File: src/qdac_consts.svh
// Offsets, field positions, reset values and frame constants of the DAC port
`ifndef QDAC_CONSTS_SVH
`define QDAC_CONSTS_SVH

// ****************************************
// Register offsets (byte addresses)
// ****************************************
`define QDAC_CODE_AB_OFS 8'h00
`define QDAC_CODE_CD_OFS 8'h04
`define QDAC_STATUS_OFS 8'h08
`define QDAC_CTRL_OFS 8'h0C
`define QDAC_FRAME_OFS 8'h10

// ****************************************
// Field positions
// ****************************************
`define QDAC_LO_CODE_LSB 0
`define QDAC_HI_CODE_LSB 16
`define QDAC_ST_PD_BIT 0
`define QDAC_ST_TERM_LSB 1
`define QDAC_ST_WRITTEN_BIT 3
`define QDAC_ST_BUSY_BIT 4
`define QDAC_ST_FCNT_LSB 8
`define QDAC_ST_ACNT_LSB 16
`define QDAC_CTRL_EN_BIT 0

// ****************************************
// Reset values and frame figures
// ****************************************
`define QDAC_CTRL_EN_RST 1'b1
`define QDAC_CODE_RST 10'h000
`define QDAC_TERM_RST 2'h3
`define QDAC_TERM_NONE 2'h0
`define QDAC_TERM_HIZ 2'h3
`define QDAC_CNT_RST 8'h00
`define QDAC_BIT_RST 4'h0
`define QDAC_LAST_BIT 4'hF
`define QDAC_SCLK_MAX_MHZ 40

`endif

File: src/qdac_pkg.sv
// Types shared by the quad DAC serial frame port
package qdac_pkg;

   // ****************************************
   // Frame layout, most significant bit first
   // ****************************************
   typedef struct packed {
      logic [1:0] chan;
      logic [1:0] mode;
      logic [9:0] code;
      logic [1:0] term;
   } qdac_frame_t;

   typedef enum logic [1:0] {
      QDAC_MODE_ONE = 2'h0,
      QDAC_MODE_ALL = 2'h1,
      QDAC_MODE_PD = 2'h2,
      QDAC_MODE_RSVD = 2'h3
   } qdac_mode_t;

   typedef enum {
      QDAC_ST_IDLE,
      QDAC_ST_SHIFT,
      QDAC_ST_DONE
   } qdac_state_t;

endpackage : qdac_pkg

File: src/qdac_serial_top.sv
// Quad DAC serial frame input port with AHB-Lite status and control
`timescale 1ns/1ps
`include "qdac_consts.svh"

module qdac_serial_top #(
   parameter int CHANNELS = 4
) (
   // Clock and reset
   input wire logic hclk,
   input wire logic hresetn,
   // AHB-Lite slave
   input wire logic hsel,
   input wire logic [31:0] haddr,
   input wire logic [1:0] htrans,
   input wire logic hwrite,
   input wire logic [2:0] hsize,
   input wire logic [31:0] hwdata,
   input wire logic hready,
   output logic hreadyout,
   output logic [31:0] hrdata,
   output logic hresp,
   // Serial pins
   input wire logic sclk,
   input wire logic frame_sel_n,
   input wire logic sdin,
   // Converter state
   output logic [CHANNELS-1:0][9:0] chan_code,
   output logic power_down,
   output logic [1:0] term_sel,
   output logic frame_applied
);

   // ****************************************
   // Pin synchronisers
   // ****************************************
   logic sclk_s1, sclk_s2, sclk_s3;
   logic fs_s1, fs_s2, fs_s3;
   logic din_s1, din_s2;

   // Data path two stages deep, level with sclk_s2 where the falling edge is seen, so they stay aligned
   always_ff @(posedge hclk or negedge hresetn) begin
      if (!hresetn) begin
         // Idle level of the pin, so release shows no false edge
         sclk_s1 <= 1'b1;
         sclk_s2 <= 1'b1;
         sclk_s3 <= 1'b1;
         fs_s1 <= 1'b1;
         fs_s2 <= 1'b1;
         fs_s3 <= 1'b1;
         din_s1 <= 1'b0;
         din_s2 <= 1'b0;
      end else begin
         sclk_s1 <= sclk;
         sclk_s2 <= sclk_s1;
         sclk_s3 <= sclk_s2;
         fs_s1 <= frame_sel_n;
         fs_s2 <= fs_s1;
         fs_s3 <= fs_s2;
         din_s1 <= sdin;
         din_s2 <= din_s1;
      end
   end

   logic sclk_fall, fs_fall, fs_rise;
   assign sclk_fall = sclk_s3 & ~sclk_s2;
   assign fs_fall = fs_s3 & ~fs_s2;
   assign fs_rise = ~fs_s3 & fs_s2;

   // ****************************************
   // Frame sequencer
   // ****************************************
   qdac_pkg::qdac_state_t state_reg;
   logic [3:0] bit_cnt_reg;
   logic [15:0] shreg_reg;
   logic ctrl_en_reg;
   logic apply, abort;
   qdac_pkg::qdac_frame_t frame_next;

   assign apply = (state_reg == qdac_pkg::QDAC_ST_SHIFT) && !fs_s2 &&
      sclk_fall && (bit_cnt_reg == `QDAC_LAST_BIT);
   assign abort = (state_reg == qdac_pkg::QDAC_ST_SHIFT) && fs_rise;
   // Last bit taken straight from the data synchroniser (din_s2) so the frame applies on its edge
   assign frame_next = qdac_pkg::qdac_frame_t'({shreg_reg[14:0], din_s2});

   always_ff @(posedge hclk or negedge hresetn) begin
      if (!hresetn) begin
         state_reg <= qdac_pkg::QDAC_ST_IDLE;
      end else begin
         case (state_reg)
            qdac_pkg::QDAC_ST_IDLE: begin
               if (fs_fall && ctrl_en_reg) begin
                  state_reg <= qdac_pkg::QDAC_ST_SHIFT;
               end
            end
            qdac_pkg::QDAC_ST_SHIFT: begin
               if (fs_s2) begin
                  state_reg <= qdac_pkg::QDAC_ST_IDLE;
               end else if (apply) begin
                  state_reg <= qdac_pkg::QDAC_ST_DONE;
               end
            end
            qdac_pkg::QDAC_ST_DONE: begin
               // Edges ignored until frame-select goes high again
               if (fs_s2) begin
                  state_reg <= qdac_pkg::QDAC_ST_IDLE;
               end
            end
            default: begin
               state_reg <= qdac_pkg::QDAC_ST_IDLE;
            end
         endcase
      end
   end

   always_ff @(posedge hclk or negedge hresetn) begin
      if (!hresetn) begin
         bit_cnt_reg <= `QDAC_BIT_RST;
         shreg_reg <= 16'h0000;
      end else if (state_reg != qdac_pkg::QDAC_ST_SHIFT) begin
         bit_cnt_reg <= `QDAC_BIT_RST;
      end else if (sclk_fall && !fs_s2) begin
         bit_cnt_reg <= bit_cnt_reg + 4'h1;
         shreg_reg <= {shreg_reg[14:0], din_s2};
      end
   end

   // ****************************************
   // Converter state
   // ****************************************
   logic [CHANNELS-1:0][9:0] code_reg;
   logic written_reg;

   generate
      for (genvar ch = 0; ch < CHANNELS; ch++) begin : g_chan
         always_ff @(posedge hclk or negedge hresetn) begin
            if (!hresetn) begin
               code_reg[ch] <= `QDAC_CODE_RST;
            end else if (apply) begin
               if (frame_next.mode == qdac_pkg::QDAC_MODE_ALL) begin
                  code_reg[ch] <= frame_next.code;
               end else if (frame_next.mode == qdac_pkg::QDAC_MODE_ONE &&
                            frame_next.chan == 2'(ch)) begin
                  code_reg[ch] <= frame_next.code;
               end
            end
         end
      end
   endgenerate

   logic pd_reg;
   logic [1:0] term_reg;

   always_ff @(posedge hclk or negedge hresetn) begin
      if (!hresetn) begin
         pd_reg <= 1'b0;
         term_reg <= `QDAC_TERM_RST;
      end else if (apply) begin
         if (frame_next.mode == qdac_pkg::QDAC_MODE_PD) begin
            pd_reg <= 1'b1;
            // Unused termination code falls back to high impedance
            term_reg <= (frame_next.term == `QDAC_TERM_NONE) ?
               `QDAC_TERM_HIZ : frame_next.term;
         end else if (frame_next.mode != qdac_pkg::QDAC_MODE_RSVD) begin
            pd_reg <= 1'b0;
         end
      end
   end

   logic [7:0] fcnt_reg, acnt_reg;
   logic [15:0] last_frame_reg;
   logic applied_reg;

   always_ff @(posedge hclk or negedge hresetn) begin
      if (!hresetn) begin
         fcnt_reg <= `QDAC_CNT_RST;
         acnt_reg <= `QDAC_CNT_RST;
         last_frame_reg <= 16'h0000;
         written_reg <= 1'b0;
         applied_reg <= 1'b0;
      end else begin
         applied_reg <= apply;
         if (apply) begin
            fcnt_reg <= fcnt_reg + 8'h01;
            last_frame_reg <= frame_next;
            written_reg <= 1'b1;
         end
         if (abort) begin
            acnt_reg <= acnt_reg + 8'h01;
         end
      end
   end

   assign chan_code = code_reg;
   assign power_down = pd_reg;
   assign term_sel = term_reg;
   assign frame_applied = applied_reg;

   // ****************************************
   // AHB-Lite slave, zero wait states
   // ****************************************
   logic ahb_take;
   logic wr_pend_reg;
   logic [7:0] wr_addr_reg;
   logic [31:0] rdata_reg;
   logic [31:0] rd_next;
   logic ctrl_view;

   assign ahb_take = hsel && htrans[1] && hready;

   always_ff @(posedge hclk or negedge hresetn) begin
      if (!hresetn) begin
         wr_pend_reg <= 1'b0;
         wr_addr_reg <= 8'h00;
      end else begin
         wr_pend_reg <= ahb_take && hwrite;
         wr_addr_reg <= haddr[7:0];
      end
   end

   always_ff @(posedge hclk or negedge hresetn) begin
      if (!hresetn) begin
         ctrl_en_reg <= `QDAC_CTRL_EN_RST;
      end else if (wr_pend_reg && wr_addr_reg == `QDAC_CTRL_OFS) begin
         ctrl_en_reg <= hwdata[`QDAC_CTRL_EN_BIT];
      end
   end

   // Read right after a control write sees the new value
   assign ctrl_view = (wr_pend_reg && wr_addr_reg == `QDAC_CTRL_OFS) ?
      hwdata[`QDAC_CTRL_EN_BIT] : ctrl_en_reg;

   always_comb begin
      rd_next = 32'h0000_0000;
      case (haddr[7:0])
         `QDAC_CODE_AB_OFS: begin
            rd_next[`QDAC_LO_CODE_LSB +: 10] = code_reg[0];
            rd_next[`QDAC_HI_CODE_LSB +: 10] = code_reg[1];
         end
         `QDAC_CODE_CD_OFS: begin
            rd_next[`QDAC_LO_CODE_LSB +: 10] = code_reg[2];
            rd_next[`QDAC_HI_CODE_LSB +: 10] = code_reg[3];
         end
         `QDAC_STATUS_OFS: begin
            rd_next[`QDAC_ST_PD_BIT] = pd_reg;
            rd_next[`QDAC_ST_TERM_LSB +: 2] = term_reg;
            rd_next[`QDAC_ST_WRITTEN_BIT] = written_reg;
            rd_next[`QDAC_ST_BUSY_BIT] =
               (state_reg == qdac_pkg::QDAC_ST_SHIFT);
            rd_next[`QDAC_ST_FCNT_LSB +: 8] = fcnt_reg;
            rd_next[`QDAC_ST_ACNT_LSB +: 8] = acnt_reg;
         end
         `QDAC_CTRL_OFS: begin
            rd_next[`QDAC_CTRL_EN_BIT] = ctrl_view;
         end
         `QDAC_FRAME_OFS: begin
            rd_next[15:0] = last_frame_reg;
         end
         default: begin
            rd_next = 32'h0000_0000;
         end
      endcase
   end

   always_ff @(posedge hclk or negedge hresetn) begin
      if (!hresetn) begin
         rdata_reg <= 32'h0000_0000;
      end else if (ahb_take && !hwrite) begin
         rdata_reg <= rd_next;
      end
   end

   assign hrdata = rdata_reg;
   assign hreadyout = 1'b1;
   assign hresp = 1'b0;
endmodule : qdac_serial_top

File: config.mk
export PLATFORM = sky130hd
export DESIGN_NAME = qdac_serial_top
export DESIGN_NICKNAME = d
export VERILOG_FILES = /design/src/qdac_pkg.sv /design/src/qdac_serial_top.sv
export VERILOG_INCLUDE_DIRS = /design/src
export SDC_FILE = /design/constraint.sdc
export NUM_CORES = 1
export LEC_CHECK = 0
export BUFFER_PORTS_ARGS = -buffer_cell sky130_fd_sc_hd__clkbuf_2
export CAP_MARGIN = 10
export CORE_UTILIZATION = 53
export CTS_CLUSTER_SIZE = 30
export DETAILED_ROUTE_END_ITERATION = 16
export MAX_ROUTING_LAYER = met4
export PLACE_DENSITY = 0.87
export SLEW_MARGIN = 20
export SYNTH_ARGS = -nofsm -noshare
export SYNTH_HDL_FRONTEND = slang
export SYNTH_SLANG_ARGS = --single-unit
File: constraint.sdc
create_clock -name hclk -period 2.6 [get_ports hclk]
set_input_delay 0.13 -clock hclk [delete_from_list [all_inputs] [get_ports hclk]]
set_output_delay 0.13 -clock hclk [all_outputs]
set_load 0.05 [all_outputs]
==> summary.txt <==
Placement
  – Buffers on Ports: 87
  – Detailed-placement wirelength estimate: 9.649 mm
  – Gpl congestion: 0.8649

Min path
  – Hold Startpoint: hsel
  – Hold Path Sink: wr_pend_reg$_DFF_PN0_
  – Hold Crit Class: input port to register
  – Hold path depth: 2

Floorplanning
  – Starting Density: 54.73%
  – Ports: 155
  – Die width: 108.3 µm
  – DIE AREA: 11720 µm²
  – Site Rows: 38
  – Core Area: 10940 µm²
  – Die Y-Extent: 108.3 µm

Yosys
  – Post-Synthesis Cells: 482
  – Seq/Total Area, Yosys: 59.57%
  – Syn avg cell area: 12.42 µm²
  – Number of flops mapped to enable cells by yosys: 0
  – Cell Area, Synth: 5984 µm²
  – Synth area leader: dfrtp_1
  – Top cell type's share of synthesized area: 55.61%
  – Synth cell types: 44
  – Synth area leaders: dfrtp_1 (56%), mux2_2 (13%), nand2_1 (4.6%)
  – Most used DFF post-synth: dfrtp_1
  – Synth warn: 0
  – Async set or reset register ratio after synthesis: 100.0%
  – Flops & latches, synth: 142

Clocking
  – Clk Latency, worst-skew pair: 0.42 ns
  – CTS Buffer Depth: 2
  – Postcts setup bufs: 0
  – Worst-path clk slew: 0.05 ns
  – Root buf cell: clkbuf_16
  – H-Tree Depth: 4
  – CTS tree: done
  – CTS Sinks: 142
  – TritonCTS Buffers: 17

Power and ir drop
  – Tot Pwr: 4511 µW
  – Peak supply drop: 0.0006385 V
  – P per Cell Area: 620.8 nW/µm²
  – Static Leak: 0.003615 µW

Drt
  – Detailed Routing Iterations Pass 1: 6
  – DR vias/cell: 5.794
  – DRT antenna net count: 0
  – Via count: 4334
  – Wire per inst: 19.48 µm
  – Residual DRC count: 0
  – DR iter-0 viols: 397
  – WL final: 14.57 mm

Layout
  – Combined area of the multi-input logic cells: 2280 µm²
  – Ant diodes: 0
  – FF/Latch Area: 3565 µm²
  – Share of post-route cells with drive strength above 1: 34.70%
  – Max reg flops: 40
  – Area Overhead vs Synth: 21.43%
  – Total Nets Final: 675
  – Filler instances: 792

Run status
  – Status: complete, no violations

GRT
  – Total grt overflow: 0
  – Total GRT Usage: 27.56%
  – Vias in the first global route: 4439
  – Largest net degree at the start of global routing: 83
  – Antenna violations before repair: 0
  – First-pass GRT wire length: 23.21 mm

STA
  – Final Max Tran Viols: 0
  – Final period utilization: 94.70%
  – Setup violations, final: 0
  – RSZ-0062 raised after global routing: no
  – Slew headroom: 51.89%
  – Worst Clk Skew: 0.01044 ns
  – Post-Route Setup TNS: 0 ns
  – Final hold violation count: 0
  – Max Fclk: 406.1 MHz
  – Worst slew pin tran: 0.7216 ns
  – Min Clock Period, post-route: 2.462 ns

Setup path
  – Crit-path cells: or3b_4 > or3_4 > buf_4 > inv_1 > buf_4 > nand4_1 > xnor2_1
  – WP data arrival: 2.75 ns
  – Crit start category: register
  – Critical Path RT: 2.89 ns
  – Worst Reg-to-Reg Cells: 7
  – CP most frequent cell: buf_4
  – Crit path largest cell delay: 0.51 ns
  – CP bufs+invs: 3
  – Worst reg-to-reg setup slack: 0.14 ns
  – CP delay by family, top: simple AND/OR/NAND/NOR gates
  – Crit-path max FO: 16
  – Reg-to-reg endpoint: fcnt_reg[6]$_DFFE_PN0P_
  – CP max stage cell: dfstp_2
  – Worst Setup End Kind: register
  – Critical path type: register to register
  – RR Startpoint: sclk_s3$_DFF_PN1_

Run
  – Max-cap violations: 0
-- per-stage QoR --
step / hold slack [ns] / instance area [µm²] / utilization [%] / std cells / setup WS, ns
6_report: 0.02465 / 7267 / 66.45 / 748 / 0.1378
5_1_grt: 0.01931 / 7267 / 66.45 / 748 / 0.06710
4_1_cts: 0.01021 / 7267 / 66.45 / 748 / 0.1560
3_5_place_dp: 0.2141 / 6653 / 60.84 / 705 / 0.2035
3_3_place_gp: 0.2064 / 6653 / 60.84 / 705 / 0.2227
2_1_floorplan: -0.1656 / 6007 / - / 488 / 0.3335
-- final cells by class --
| cell class | count | share of cell area [%] |
|---|---|---|
| Clock inverter | 2 | 0.1377 |
| Sequential cell | 142 | 49.05 |
| Clock buffer | 30 | 6.801 |
| Timing Repair Buffer | 117 | 10.07 |
| Multi-Input combinational cell | 314 | 31.37 |
| Inverter | 3 | 0.1550 |
| Tap cell | 140 | 2.410 |
-- power breakdown --
group | leakage, µW | switching (µW) | internal [µW]
Clock | 0.000245 | 848 | 1270
Combinational | 0.00144 | 114 | 44.1
Sequential | 0.00193 | 7.50 | 2230
-- how the worst max path moves through the flow --
stage,startpoint,end,slack (ns),cells past startpoint
final,sclk_s3$_DFF_PN1_,fcnt_reg[6]$_DFFE_PN0P_,0.14,7
after global routing,sclk_s3$_DFF_PN1_,fcnt_reg[6]$_DFFE_PN0P_,0.07,7
after CTS,sclk_s3$_DFF_PN1_,fcnt_reg[6]$_DFFE_PN0P_,0.16,7
after detailed placement,sclk_s3$_DFF_PN1_,fcnt_reg[4]$_DFFE_PN0P_,0.20,7
after global placement,sclk_s3$_DFF_PN1_,chan_code[33]$_DFFE_PN0P_,0.22,5
after floorplan,sclk_s3$_DFF_PN1_,chan_code[10]$_DFFE_PN0P_,0.33,5
-- placed cells by master (no fill, tap or decap), types with 7 or more instances in the layout --
| cell type | Yosys | layout |
|---|---|---|
| o21ai_0 | 23 | 23 |
| nor2_1 | 9 | 9 |
| conb_1 | 2 | 8 |
| a32oi_1 | 9 | 9 |
| dfrtp_1 | 133 | 133 |
| mux2i_1 | 9 | 9 |
| nor2b_1 | 11 | 11 |
| nand3_1 | 7 | 7 |
| a221o_1 | 7 | 7 |
| dfstp_2 | 9 | 9 |
| buf_4 | 8 | 16 |
| mux2_2 | 68 | 68 |
| clkbuf_1 | 16 | 11 |
| clkbuf_2 | 0 | 86 |
| xnor2_1 | 12 | 12 |
| nand2_1 | 74 | 74 |
| dlygate4sd3_1 | 0 | 11 |
| a21oi_1 | 8 | 8 |
| a22o_1 | 8 | 8 |
| clkbuf_16 | 0 | 17 |
| a22oi_1 | 9 | 9 |
-- cell families after synthesis --
logic type | count (synthesis) | share of synthesized area (%)
DFF | 142 | 59.57
and+or+nand+nor | 142 | 12.34
muxes | 77 | 14.30
AOI/OAI and AO/OA | 66 | 7.673
buffers and inverters | 32 | 2.718
xor gates and xnor gates | 17 | 2.488
adders and majority gates | 4 | 0.7946
other | 2 | 0.1255
-- cells in the mapped netlist, types with 2 or more instances --
library cell,n
nand3_1,7
mux2_2,68
inv_1,3
nor3_1,3
or4_1,2
buf_2,4
mux2i_1,9
a22oi_1,9
nor3b_1,3
a32oi_1,9
a21oi_1,8
nor3_4,3
nor2_1,9
xnor2_1,12
nand4_1,5
nor4_1,3
nor4b_1,2
and4_1,2
clkbuf_1,16
a22o_1,8
xor2_1,5
a221o_1,7
and3_1,3
nor2b_1,11
conb_1,2
ha_1,3
buf_4,8
nand2b_1,6
dfstp_2,9
dfrtp_1,133
nand2_1,74
o21ai_0,23
or3_1,2
-- per-layer routing --
| metal | GRT usage (%) | vias to the layer above | part of all wire (%) |
|---|---|---|---|
| met3 | 6.269 | 29 | 6.5 |
| li1 | - | 1924 | - |
| met2 | 44.68 | 188 | 51 |
| met4 | 10.33 | 0 | 2.4 |
| met5 | - | - | 0 |
| met1 | 33.90 | 2193 | 41 |
-- what timing repair did --
action                    4_1_cts  5_1_grt
resized for setup               0        0
hold endpoints to repair       84        0
hold buffers                   11        0
Note: power is estimated with default switching activity, not from simulation.
